### src/rtl/pndc_cfg.svh
// Summary of operation
// - With feedback selected, increment trigger change adds step shifted by seven.
// - Decrement trigger change subtracts step shifted by seven.
// - Divider reads give current value when read-current set, else nominal.
// - Steps apply only while locked; trigger changes otherwise ignored.
// - After lock loss, divider returns to nominal when lock returns.
// - Stepping needs its enable; clearing it returns divider to nominal.
// - Spread enabled by its enable bit or a selected GPIO pin.
// - With feedback selected, spread varies divider starting at nominal.
// - Down select zero gives triangle center spread.
// - Down select one gives triangle down spread below nominal.
// - Spread uses plain integer divider settings and runs only while locked.
// - A status flag shows live lock state.
// - Divider is 9 integer bits plus up to 33 fraction bits.
`ifndef PNDC_CFG_SVH
`define PNDC_CFG_SVH
`define PNDC_OFF_CTRL 8'h00
`define PNDC_OFF_STATUS 8'h04
`define PNDC_OFF_FB_LO 8'h08
`define PNDC_OFF_FB_HI 8'h0C
`define PNDC_OFF_FB_REM 8'h10
`define PNDC_OFF_FB_DEN 8'h14
`define PNDC_OFF_FB_BP 8'h18
`define PNDC_OFF_FR_LO 8'h1C
`define PNDC_OFF_FR_HI 8'h20
`define PNDC_OFF_FR_REM 8'h24
`define PNDC_OFF_FR_DEN 8'h28
`define PNDC_OFF_FR_BP 8'h2C
`define PNDC_OFF_STEP 8'h30
`define PNDC_OFF_CNT 8'h34
`define PNDC_CTL_STEP_EN 0
`define PNDC_CTL_SPR_EN 1
`define PNDC_CTL_DOWN 2
`define PNDC_CTL_FSEL 3
`define PNDC_CTL_RDCUR 4
`define PNDC_CTL_INC_SRC 5
`define PNDC_CTL_DEC_SRC 8
`define PNDC_CTL_SPR_SRC 11
`define PNDC_CTL_SW_INC 14
`define PNDC_CTL_SW_DEC 15
`define PNDC_STAT_LOCK 0
`define PNDC_STAT_SPR 1
`define PNDC_STAT_STEP 2
`define PNDC_STEP_SHIFT 7
`define PNDC_RST_CTRL 16'h0000
`define PNDC_RST_DEN 32'h0000_0001
`define PNDC_RESP_OKAY 2'h0
`define PNDC_RESP_SLVERR 2'h2
`endif

### src/rtl/pndc_pkg.sv
package pndc_pkg;
  typedef struct packed {
    logic awvalid;
    logic [7:0] awaddr;
    logic wvalid;
    logic [31:0] wdata;
    logic [3:0] wstrb;
    logic bready;
    logic arvalid;
    logic [7:0] araddr;
    logic rready;
  } pndc_axi_req_t;
  typedef struct packed {
    logic awready;
    logic wready;
    logic bvalid;
    logic [1:0] bresp;
    logic arready;
    logic rvalid;
    logic [31:0] rdata;
    logic [1:0] rresp;
  } pndc_axi_rsp_t;
  typedef struct packed {
    logic [41:0] value;
    logic [31:0] rem;
    logic [31:0] den;
    logic [5:0] bp;
  } pndc_fb_t;
  typedef struct packed {
    logic [39:0] value;
    logic [31:0] rem;
    logic [31:0] den;
    logic [5:0] bp;
  } pndc_fr_t;
  typedef struct packed {
    pndc_axi_rsp_t rsp;
    logic aw_have;
    logic [7:0] awaddr;
    logic w_have;
    logic [31:0] wdata;
    logic [3:0] wstrb;
    logic [15:0] ctrl;
    pndc_fb_t fb;
    pndc_fr_t fr;
    logic [23:0] step;
    logic [15:0] cnt;
    logic [41:0] cur;
    logic [16:0] seg;
    logic [1:0] ph;
    logic [3:0] gpio_s1;
    logic [3:0] gpio_s2;
    logic lock_s1;
    logic lock_s2;
    logic inc_prev;
    logic dec_prev;
  } pndc_state_t;
endpackage : pndc_pkg

### src/rtl/pndc_top.sv
`timescale 1ns/1ns
`include "pndc_cfg.svh"
module pndc_top (
  input wire logic sys_clk,
  input wire logic rst_n,
  input wire pndc_pkg::pndc_axi_req_t axi_req,
  output pndc_pkg::pndc_axi_rsp_t axi_rsp,
  input wire logic [3:0] gpio_pins,
  input wire logic pll_lock_pin,
  output pndc_pkg::pndc_fb_t fb_divider_out,
  output pndc_pkg::pndc_fr_t frac_divider_out,
  output logic pll_locked_flag
);
  pndc_pkg::pndc_state_t s_q;
  pndc_pkg::pndc_state_t s_d;
  logic [1:0] rst_sync_q;
  logic rst_ok;
  logic step_act;
  logic spr_act;
  logic inc_now;
  logic dec_now;
  logic inc_chg;
  logic dec_chg;
  logic spr_pin;
  logic ramp_up;
  logic [31:0] wval;

  // Trigger or pin-source select: 0 is the software bit, 1 to 4 a GPIO
  function automatic logic pick_src(input logic [2:0] src,
                                    input logic sw,
                                    input logic [3:0] pins);
    logic r;
    r = 1'b0;
    case (src)
      3'h0: r = sw;
      3'h1: r = pins[0];
      3'h2: r = pins[1];
      3'h3: r = pins[2];
      3'h4: r = pins[3];
      default: r = 1'b0;
    endcase
    return r;
  endfunction : pick_src

  // Byte-lane merge for partial writes
  function automatic logic [31:0] wmerge(input logic [31:0] old,
                                         input logic [31:0] nw,
                                         input logic [3:0] strb);
    logic [31:0] r;
    r = old;
    for (int i = 0; i < 4; i++) begin
      if (strb[i]) begin
        r[i*8 +: 8] = nw[i*8 +: 8];
      end
    end
    return r;
  endfunction : wmerge

  // Read mux; feedback divider value words follow the read-current select
  function automatic logic [32:0] rd_word(input logic [7:0] a,
                                          input pndc_pkg::pndc_state_t s,
                                          input logic sa,
                                          input logic ta);
    logic [32:0] r;
    logic [41:0] fbv;
    r = 33'h0_0000_0000;
    fbv = s.ctrl[`PNDC_CTL_RDCUR] ? s.cur : s.fb.value;
    case (a)
      `PNDC_OFF_CTRL: r[15:0] = s.ctrl;
      `PNDC_OFF_STATUS: r[2:0] = {ta, sa, s.lock_s2};
      `PNDC_OFF_FB_LO: r[31:0] = fbv[31:0];
      `PNDC_OFF_FB_HI: r[9:0] = fbv[41:32];
      `PNDC_OFF_FB_REM: r[31:0] = s.fb.rem;
      `PNDC_OFF_FB_DEN: r[31:0] = s.fb.den;
      `PNDC_OFF_FB_BP: r[5:0] = s.fb.bp;
      `PNDC_OFF_FR_LO: r[31:0] = s.fr.value[31:0];
      `PNDC_OFF_FR_HI: r[7:0] = s.fr.value[39:32];
      `PNDC_OFF_FR_REM: r[31:0] = s.fr.rem;
      `PNDC_OFF_FR_DEN: r[31:0] = s.fr.den;
      `PNDC_OFF_FR_BP: r[5:0] = s.fr.bp;
      `PNDC_OFF_STEP: r[23:0] = s.step;
      `PNDC_OFF_CNT: r[15:0] = s.cnt;
      default: r[32] = 1'b1; // Unmapped address
    endcase
    return r;
  endfunction : rd_word

  // Reset release through two flops; assertion stays asynchronous
  always_ff @(posedge sys_clk or negedge rst_n) begin
    if (!rst_n) begin
      rst_sync_q <= 2'h0;
    end else begin
      rst_sync_q <= {rst_sync_q[0], 1'b1};
    end
  end
  assign rst_ok = rst_sync_q[1];

  // Mode decode from registered, synchronised state
  always_comb begin
    inc_now = pick_src(s_q.ctrl[`PNDC_CTL_INC_SRC +: 3],
                       s_q.ctrl[`PNDC_CTL_SW_INC], s_q.gpio_s2);
    dec_now = pick_src(s_q.ctrl[`PNDC_CTL_DEC_SRC +: 3],
                       s_q.ctrl[`PNDC_CTL_SW_DEC], s_q.gpio_s2);
    spr_pin = pick_src(s_q.ctrl[`PNDC_CTL_SPR_SRC +: 3], 1'b0,
                       s_q.gpio_s2);
    inc_chg = inc_now ^ s_q.inc_prev;
    dec_chg = dec_now ^ s_q.dec_prev;
    // Modulation only with feedback divider selected and PLL locked
    spr_act = (s_q.ctrl[`PNDC_CTL_SPR_EN] | spr_pin)
              & ~s_q.ctrl[`PNDC_CTL_FSEL] & s_q.lock_s2;
    // Spread wins if software breaks the exclusion of the shared step
    step_act = s_q.ctrl[`PNDC_CTL_STEP_EN] & ~s_q.ctrl[`PNDC_CTL_FSEL]
               & s_q.lock_s2 & ~spr_act;
    if (s_q.ctrl[`PNDC_CTL_DOWN]) begin
      ramp_up = s_q.ph[0];
    end else begin
      ramp_up = (s_q.ph == 2'h0) || (s_q.ph == 2'h3);
    end
  end

  // Next state: bus slave, synchronisers and divider engine
  always_comb begin
    logic [32:0] rd;
    rd = 33'h0_0000_0000;
    wval = 32'h0000_0000;
    s_d = s_q;
    s_d.gpio_s1 = gpio_pins;
    s_d.gpio_s2 = s_q.gpio_s1;
    s_d.lock_s1 = pll_lock_pin;
    s_d.lock_s2 = s_q.lock_s1;
    s_d.inc_prev = inc_now;
    s_d.dec_prev = dec_now;
    // Divider engine; unlocked or idle it tracks nominal
    if (step_act) begin
      if (inc_chg) begin
        s_d.cur = s_d.cur + {11'h0, s_q.step, 7'h0};
      end
      if (dec_chg) begin
        s_d.cur = s_d.cur - {11'h0, s_q.step, 7'h0};
      end
    end else if (spr_act) begin
      // Triangle from nominal: one step each clock, turn every count+2
      if (ramp_up) begin
        s_d.cur = s_q.cur + {18'h0, s_q.step};
      end else begin
        s_d.cur = s_q.cur - {18'h0, s_q.step};
      end
      if (s_q.seg >= {1'b0, s_q.cnt} + 17'h0_0001) begin
        s_d.seg = 17'h0_0000;
        s_d.ph = s_q.ph + 2'h1;
      end else begin
        s_d.seg = s_q.seg + 17'h0_0001;
      end
    end else begin
      s_d.cur = s_q.fb.value;
      s_d.seg = 17'h0_0000;
      s_d.ph = 2'h0;
    end
    // Read channel: clear on handshake, then accept the next address
    if (s_q.rsp.rvalid && axi_req.rready) begin
      s_d.rsp.rvalid = 1'b0;
    end
    if (axi_req.arvalid && s_q.rsp.arready) begin
      rd = rd_word(axi_req.araddr, s_q, spr_act, step_act);
      s_d.rsp.rvalid = 1'b1;
      s_d.rsp.rdata = rd[31:0];
      s_d.rsp.rresp = rd[32] ? `PNDC_RESP_SLVERR : `PNDC_RESP_OKAY;
    end
    // Write channel: address and data taken in either order
    if (s_q.rsp.bvalid && axi_req.bready) begin
      s_d.rsp.bvalid = 1'b0;
    end
    if (axi_req.awvalid && s_q.rsp.awready) begin
      s_d.aw_have = 1'b1;
      s_d.awaddr = axi_req.awaddr;
    end
    if (axi_req.wvalid && s_q.rsp.wready) begin
      s_d.w_have = 1'b1;
      s_d.wdata = axi_req.wdata;
      s_d.wstrb = axi_req.wstrb;
    end
    if (s_q.aw_have && s_q.w_have && !s_q.rsp.bvalid) begin
      rd = rd_word(s_q.awaddr, s_q, spr_act, step_act);
      // Partial divider writes merge with nominal, never the stepped value
      if (s_q.awaddr == `PNDC_OFF_FB_LO) begin
        rd[31:0] = s_q.fb.value[31:0];
      end
      if (s_q.awaddr == `PNDC_OFF_FB_HI) begin
        rd[31:0] = {22'h00_0000, s_q.fb.value[41:32]};
      end
      wval = wmerge(rd[31:0], s_q.wdata, s_q.wstrb);
      s_d.aw_have = 1'b0;
      s_d.w_have = 1'b0;
      s_d.rsp.bvalid = 1'b1;
      s_d.rsp.bresp = rd[32] ? `PNDC_RESP_SLVERR : `PNDC_RESP_OKAY;
      // High divider word is read-merged with the nominal copy
      case (s_q.awaddr)
        `PNDC_OFF_CTRL: s_d.ctrl = wval[15:0];
        `PNDC_OFF_FB_LO: s_d.fb.value[31:0] = wval;
        `PNDC_OFF_FB_HI: s_d.fb.value[41:32] = wval[9:0];
        `PNDC_OFF_FB_REM: s_d.fb.rem = wval;
        `PNDC_OFF_FB_DEN: s_d.fb.den = wval;
        `PNDC_OFF_FB_BP: s_d.fb.bp = wval[5:0];
        `PNDC_OFF_FR_LO: s_d.fr.value[31:0] = wval;
        `PNDC_OFF_FR_HI: s_d.fr.value[39:32] = wval[7:0];
        `PNDC_OFF_FR_REM: s_d.fr.rem = wval;
        `PNDC_OFF_FR_DEN: s_d.fr.den = wval;
        `PNDC_OFF_FR_BP: s_d.fr.bp = wval[5:0];
        `PNDC_OFF_STEP: s_d.step = wval[23:0];
        `PNDC_OFF_CNT: s_d.cnt = wval[15:0];
        default: s_d.ctrl = s_q.ctrl; // Status and holes are read-only
      endcase
    end
    s_d.rsp.awready = !s_d.aw_have && !s_d.rsp.bvalid;
    s_d.rsp.wready = !s_d.w_have && !s_d.rsp.bvalid;
    s_d.rsp.arready = !s_d.rsp.rvalid;
  end

  // State register; denominators reset to one for a plain integer divide
  always_ff @(posedge sys_clk or negedge rst_ok) begin
    if (!rst_ok) begin
      s_q <= '0;
      s_q.ctrl <= `PNDC_RST_CTRL;
      s_q.fb.den <= `PNDC_RST_DEN;
      s_q.fr.den <= `PNDC_RST_DEN;
    end else begin
      s_q <= s_d;
    end
  end

  // Outputs straight from the state flops; fractional NCO writes land directly, feedback ones reach cur a cycle later when idle
  assign axi_rsp = s_q.rsp;
  assign fb_divider_out = '{value: s_q.cur, rem: s_q.fb.rem,
                            den: s_q.fb.den, bp: s_q.fb.bp};
  assign frac_divider_out = s_q.fr;
  assign pll_locked_flag = s_q.lock_s2;
endmodule : pndc_top
### config.mk
export PLATFORM = sky130hd
export DESIGN_NAME = pndc_top
export DESIGN_NICKNAME = d
export VERILOG_FILES = /design/src/rtl/pndc_pkg.sv /design/src/rtl/pndc_top.sv
export VERILOG_INCLUDE_DIRS = /design/src /design/src/rtl
export SDC_FILE = /design/constraint.sdc
export NUM_CORES = 1
export LEC_CHECK = 0
export ABC_AREA = 1
export ABC_CLOCK_PERIOD_IN_PS = 22100
export BUFFER_PORTS_ARGS = -buffer_cell sky130_fd_sc_hd__buf_4
export CORE_ASPECT_RATIO = 1.1
export CORE_MARGIN = 5
export CORE_UTILIZATION = 30
export DETAILED_ROUTE_END_ITERATION = 6
export MAX_ROUTING_LAYER = met4
export SLEW_MARGIN = 20
export SYNTH_ARGS = -nofsm -noshare
export SYNTH_HDL_FRONTEND = slang
export SYNTH_SLANG_ARGS = --single-unit
### constraint.sdc
create_clock -name sys_clk -period 22.1 [get_ports sys_clk]
set_input_delay 4.42 -clock sys_clk [delete_from_list [all_inputs] [get_ports sys_clk]]
set_output_delay 4.42 -clock sys_clk [all_outputs]
set_load 0.05 [all_outputs]
==> results of run 1 <==
==> cells by family (layout without fill, tap and decap cells) <==
family	after synthesis	in the layout	share of synthesized area [%]
AO/OA/AOI/OAI	975	975	18.7
flip-flops	438	438	35.3
other	2	4	0.0242
XOR/XNOR	93	93	2.63
adder cells (fa/ha/maj)	112	112	4.59
AND/OR/NAND/NOR	1773	1773	24.0
buffers and inverters	925	967	14.7
multiplexers	1	1	0.0323
==> per-stage QoR <==
stage	utilization, %	instance area, um2	cells	setup WS (ps)	power, uW
3_5_place_dp	32.1	32900	5650	14400	4200
4_1_cts	33.8	34700	5737	15040	5100
2_1_floorplan	-	31000	4320	8990	3250
6_report	33.8	34700	5738	14910	5160
5_1_grt	33.8	34700	5738	14750	5420
3_3_place_gp	32.1	32900	5650	14430	4200
==> synth_stat cells (28+ instances only) <==
cell / number
o221ai_1: 33
nor3_1: 42
o22ai_1: 118
clkbuf_1: 100
nor2_1: 249
nand2_1: 1145
nand2_2: 31
a31oi_1: 29
inv_1: 477
ha_1: 109
buf_2: 34
nand4_1: 33
a21oi_1: 196
inv_2: 28
nand3_1: 186
a221oi_1: 42
o21ai_1: 66
o211ai_1: 49
o21ai_0: 345
dfrtp_1: 436
xnor2_1: 28
buf_4: 273
xor2_1: 65
==> sequential cells by signal, summed over array words and instances (netlist names) <==
| name | flops |
|---|---|
| s_q | 169 |
| fb_divider_out | 112 |
| frac_divider_out | 110 |
| axi_rsp | 39 |
| s_d | 5 |
| rst_sync_q | 2 |
| pll_locked_flag | 1 |
==> how the worst max path moves through the flow <==
| stage | from | to | slack [ps] | cells past startpoint |
|---|---|---|---|---|
| global placement | axi_req[8] | axi_rsp[3]$_DFFE_PN0P_ | 14430 | 12 |
| floorplan | rst_sync_q[1]$_DFF_PN0_ | axi_rsp[10]$_DFFE_PN0P_ | 8990 | 0 |
| detailed placement | axi_req[8] | axi_rsp[3]$_DFFE_PN0P_ | 14400 | 12 |
| global route | axi_req[8] | axi_rsp[3]$_DFFE_PN0P_ | 14750 | 12 |
| CTS | axi_req[8] | axi_rsp[3]$_DFFE_PN0P_ | 15040 | 12 |
| finish | axi_req[8] | axi_rsp[3]$_DFFE_PN0P_ | 14910 | 12 |
==> cells in the final DEF (no fill, tap or decap), drive strengths merged, types with 3 or more instances in the layout <==
master   instances
nand2         1177
inv            505
dfrtp          436
o21ai          420
buf            370
nor2           267
a21oi          196
nand3          192
o22ai          118
ha             109
clkbuf          72
xor2            65
o211ai          51
nor3            50
a221oi          43
nand4           34
o221ai          33
a31oi           29
xnor2           28
nor4            21
or2             18
a21o            16
o21bai          13
a21boi          13
o2111ai         12
clkinv          12
a211oi          11
nand3b           7
bufinv           6
o21a             6
and2             4
a2111oi          4
fa               3
conb             3
o31ai            3
==> layout make-up <==
type	instances	area (um2)
multi-input combinational	2957	15600
tap	1375	1720
clock inverter	15	249
clock buffer	72	1460
sequential	438	11000
timing repair buffer	370	2780
fill	11100	67800
antenna	1	2.50
inverter	510	1920
==> power breakdown <==
group / internal [uW] / switching [uW]
Combinational: 794 / 2150
Sequential: 1000 / 320
Clock: 528 / 365
Total: 2330 / 2840
==> routing by layer <==
metal | global-route usage (%) | up-vias | share of wire, %
met5 | - | - | 0
li1 | - | 14100 | -
met2 | 40.7 | 1745 | 44
met4 | 9.82 | 0 | 4.5
met1 | 35.8 | 15000 | 42
met3 | 6.68 | 346 | 10
==> flow_metrics.py, run 1 <==
metrics = {
    "run_status": {
        "status": "complete, no violations",
    },
    "global_routing": {
        "grt_use_total_pct": 27.2,
        "grt-ovfl-total": 0,
        "grt_pass1_wl_mm": 215,
        "antenna_found_initial": 4,
        "grt_max_degree": 74,
        "grt_pass1_vias": 29700,
    },
    "clocking": {
        "root_buffer": "clkbuf_16",
        "clockBufferDepth": 3,
        "clock_latency_ps": 620,
        "h-tree-depth": 2,
        "cts.repair_timing.setup_buffer_count": 0,
        "clkSlewWorstSetupHoldPaths_ps": 60,
        "clock_sinks": 438,
        "cts_hold_repair.buffers": 0,
        "numCtsBuffers": 48,
        "cts_tree": "yes",
        "cts_resized": 0,
    },
    "worst_setup_path": {
        "path_common_cell": "nand2_1",
        "reg2regPathDepth": 22,
        "critPathCaptureType": "flop",
        "crit_type": "primary input to flop",
        "cp.arrival_ps": 7730,
        "worstSetupStartpointType": "primary input",
        "r2r_slack_ps": 16670,
        "slowest_delay_ps": 1090,
        "path_cells": "buf_4 -> nor2_1 -> inv_1 -> nor3_1 -> nand2_1 -> inv_1 -> nand2_1 -> o21ai_0 -> a211oi_1 -> nand2_1 -> a21oi_1 -> o21ai_0",
        "worstPathRequired_ps": 22630,
        "cp_slowest_cell": "inv_1",
        "path_buf_inv": 3,
        "reg2reg_from": "s_q[90]$_DFFE_PN0P_",
        "cpLargestDelayFamily": "simple AND/OR/NAND/NOR gates",
        "r2r-end": "fb_divider_out[104]$_DFF_PN0_",
        "worstPathMaxFanout": 21,
    },
    "yosys": {
        "yosys.area.top_type": "dfrtp_1",
        "synth-seq-cells": 438,
        "synth.area.top_cells": "dfrtp_1 (35%), nand2_1 (14%), buf_4 (6.6%), inv_1 (5.8%), o21ai_0 (5.6%)",
        "netlist.area_leader.share_pct": 35.2,
        "ys_async_sr_fraction_pct": 100,
        "synthesis.area_mm2": 0.0310,
        "avgSynthCellArea_um2": 7.18,
        "syn_inst": 4319,
        "synth_ff_type": "dfrtp_1",
        "ys.warnings.count": 0,
        "yosysUniqueCellTypes": 68,
        "yosysSeqAreaShare_pct": 35.3,
        "synth-edff-count": 0,
    },
    "routing": {
        "drt-vias-per-instance": 5.44,
        "drc_errors": 0,
        "avgRoutedWirePerCell_um": 26.3,
        "wl_mm": 151,
        "route.vias.total": 31200,
        "drtIter0Drc": 4113,
        "route.antenna.remaining_nets": 0,
        "first_pass_iters": 6,
    },
    "floorplanning": {
        "fp.dieW_um": 317,
        "core_area_mm2": 0.102,
        "num_rows": 123,
        "start_util_pct": 30.3,
        "io_pins": 328,
        "die-area_mm2": 0.110,
        "fp.dieH_um": 347,
    },
    "power_and_ir_drop": {
        "p_per_area_mw_per_mm2": 149,
        "ir_drop_v": 0.000104,
        "p_leak_uw": 0.0166,
    },
    "hold_path": {
        "hold_class": "flop to flop",
        "worstHoldStart": "s_d[6]$_DFF_PN0_",
        "holdPathStages": 0,
        "hold_end": "s_q[6]$_DFF_PN0_",
    },
    "timing": {
        "final_hold_viol_count": 0,
        "worst_pin_slew_ps": 1160,
        "setup_tns_ps": 0,
        "finalCritPeriodShare_pct": 32.6,
        "setup_viol": 0,
        "slew_viol_final": 0,
        "max_freq_mhz": 139,
        "max_slew_margin_pct": 22.4,
        "fin_crit_ps": 7190,
        "hold_slack_ps": 348,
        "grt_setup_unrepaired": "false",
        "finClkSkew_ps": 19.6,
    },
    "cells_and_area": {
        "nets": 4501,
        "syn_to_final_growth_pct": 11.7,
        "drive_above_1_share_pct": 13.5,
    },
    "placement": {
        "gp_congestion": 1.03,
        "dpl.hpwl_mm": 116,
        "port_buffers": 325,
    },
    "job": {
        "cap_violations": 0,
    },
}
No activity file was read; power rests on OpenSTA's default activity.
==> run 2: changes to the inputs <==
--- a/config.mk
+++ b/config.mk
@@ -7,7 +7,7 @@
 export NUM_CORES = 1
 export LEC_CHECK = 0
 export ABC_AREA = 1
-export ABC_CLOCK_PERIOD_IN_PS = 22100
+export ABC_CLOCK_PERIOD_IN_PS = 6600
 export BUFFER_PORTS_ARGS = -buffer_cell sky130_fd_sc_hd__buf_4
 export CORE_ASPECT_RATIO = 1.1
 export CORE_MARGIN = 5
==> constraint.sdc (replaced) <==
create_clock -name sys_clk -period 6.6 [get_ports sys_clk]
set_input_delay 1.32 -clock sys_clk [delete_from_list [all_inputs] [get_ports sys_clk]]
set_output_delay 1.32 -clock sys_clk [all_outputs]
set_load 0.05 [all_outputs]
==> run 2 against run 1 <==
Compared with the run above:
- register-to-register slack got worse by 15000 ps
- power rose to 3.3 times the previous value
- global-route usage fell by 0.26 points
- clock skew rose by 2.9 ps
==> flow_metrics.py, run 2 (synthesis gave the netlist of run 1 again) <==
metrics = {
    "cells_and_area": {
        "largest_reg_flops": 169,
        "syn_to_final_growth_pct": 11.9,
        "seqCellArea_mm2": 0.0110,
        "top_register": "s_q",
        "final_common_cell": "nand2_1",
        "multiInputGateArea_mm2": 0.0156,
        "layout_common_cells": "nand2_1 (1143), inv_1 (477), dfrtp_1 (435), buf_4 (373), o21ai_0 (344)",
        "nets": 4507,
        "drive_above_1_share_pct": 13.7,
        "fillers": 11100,
    },
    "placement": {
        "gp_congestion": 1.07,
        "dpl.hpwl_mm": 116,
        "port_buffers": 325,
    },
    "power_and_ir_drop": {
        "p_sw_share_pct": 55.1,
        "p_leak_uw": 0.0166,
        "clkPwrFrac_pct": 17.1,
        "switching_power_uw": 9420,
        "p_int_uw": 7690,
        "sequentialPowerShare_pct": 25.4,
        "ir_drop_v": 0.000308,
        "p_comb_share_pct": 57.5,
        "p_per_area_mw_per_mm2": 493,
    },
    "hold_path": {
        "hold_end": "pll_locked_flag$_DFF_PN0_",
        "hold_class": "flop to flop",
        "holdPathStages": 0,
        "worstHoldStart": "s_d[2]$_DFF_PN0_",
    },
    "routing": {
        "route.antenna.remaining_nets": 0,
        "avgRoutedWirePerCell_um": 26.1,
        "drc_errors": 0,
        "drt-vias-per-instance": 5.48,
        "drtIter0Drc": 3729,
        "route.vias.total": 31500,
        "first_pass_iters": 6,
        "wl_mm": 150,
    },
    "clocking": {
        "clockBufferDepth": 3,
        "clock_sinks": 438,
        "h-tree-depth": 2,
        "cts.repair_timing.setup_buffer_count": 0,
        "root_buffer": "clkbuf_16",
        "numCtsBuffers": 48,
        "clkSlewWorstSetupHoldPaths_ps": 70,
        "clock_latency_ps": 630,
        "cts_resized": 0,
        "cts_hold_repair.buffers": 0,
        "cts_tree": "yes",
    },
    "run_status": {
        "status": "complete, no violations",
    },
    "worst_setup_path": {
        "worstSetupStartpointType": "flop",
        "cp_slowest_cell": "nor4_1",
        "r2r-end": "fb_divider_out[104]$_DFF_PN0_",
        "cp.arrival_ps": 5870,
        "crit_start": "s_q[90]$_DFFE_PN0P_",
        "worstPathMaxFanout": 8,
        "path_cells": "inv_1 -> ha_1 -> nand3_1 -> nor3_2 -> nand3_1 -> nor3_2 -> nand3_1 -> nor2_1 -> nand3_1 -> o31ai_2 -> o21a_2 -> inv_1 -> ha_1 -> nand2_1 -> nor2_1 -> inv_1 -> nor4_1 -> o21ai_0 -> nand3_1 -> or2_2 -> nand3_1 -> nand3_1",
        "worstPathRequired_ps": 7160,
        "critPathCaptureType": "flop",
        "path_common_cell": "nand3_1",
        "reg2reg_from": "s_q[90]$_DFFE_PN0P_",
        "r2r_slack_ps": 1280,
        "reg2regPathDepth": 22,
        "crit_type": "flop to flop",
        "slowest_delay_ps": 660,
    },
    "floorplanning": {
        "io_pins": 328,
        "num_rows": 123,
        "fp.dieH_um": 347,
        "start_util_pct": 30.3,
        "fp.dieW_um": 317,
        "core_area_mm2": 0.102,
        "die-area_mm2": 0.110,
    },
    "timing": {
        "hold_slack_ps": 348,
        "final_hold_viol_count": 0,
        "setup_tns_ps": 0,
        "grt_setup_unrepaired": "false",
        "max_slew_margin_pct": 21.4,
        "max_freq_mhz": 188,
        "setup_viol": 0,
        "worst_pin_slew_ps": 1150,
        "finalCritPeriodShare_pct": 80.6,
        "fin_crit_ps": 5320,
        "finClkSkew_ps": 22.5,
        "slew_viol_final": 0,
    },
    "global_routing": {
        "grt_max_degree": 164,
        "grt_pass1_wl_mm": 213,
        "grt-ovfl-total": 0,
        "antenna_found_initial": 3,
        "grt_use_total_pct": 26.9,
        "grt_pass1_vias": 29800,
    },
    "job": {
        "cap_violations": 0,
    },
}
==> run 2: worst max path at each step <==
stage,cells after the start,slack [ps],endpoint
6_report,22,1280,fb_divider_out[104]$_DFF_PN0_
5_1_grt,22,680,fb_divider_out[104]$_DFF_PN0_
4_1_cts,22,1250,fb_divider_out[104]$_DFF_PN0_
3_5_place_dp,22,1270,fb_divider_out[104]$_DFF_PN0_
3_3_place_gp,22,1370,fb_divider_out[104]$_DFF_PN0_
2_1_floorplan,0,2310,axi_rsp[10]$_DFFE_PN0P_
==> run 2: stage by stage <==
step                      setup WS, ps  area [um2]  total power [uW]  util, %  std cells
after global placement            1370       33000             14000     32.2       5656
after floorplan                   2310       31000             10900        -       4320
final                             1280       34700             17100     33.9       5749
after detailed placement          1270       33000             14000     32.2       5656
after CTS                         1250       34700             16900     33.9       5746
after global routing               677       34700             18000     33.9       5749
==> run 2: power by group through the flow <==
| stage | logic, uW | registers, uW | clock network (uW) |
|---|---|---|---|
| floorplan | 7020 | 3850 | 0 |
| global placement | 9650 | 4340 | 0 |
| CTS | 9660 | 4310 | 2940 |
| global route | 10500 | 4390 | 3030 |
| detailed placement | 9610 | 4350 | 0 |
| finish | 9840 | 4350 | 2920 |
==> run 2: cell type report <==
type	instances	area share, %
clock inverter	19	0.793
timing repair buffer	376	8.22
multi-input combinational	2957	44.8
antenna	3	0.0216
clock buffer	71	4.06
tap	1375	4.96
inverter	510	5.52
sequential	438	31.6
==> run 2: worst max-delay path, delay by kind of cell (launching register included) <==
kind,cells,cell delay (ps)
simple gates,14,2740
compound gates,3,980
fa+ha+maj,2,620
buf+inv,3,510
flops,1,400
==> run 2: routing by layer <==
layer	part of all wire, %	track usage (%)	vias to the layer above
met2	44	40.1	1910
met5	0	-	-
li1	-	-	14100
met4	4.8	10.6	0
met1	41	35.4	15100
met3	11	6.35	369
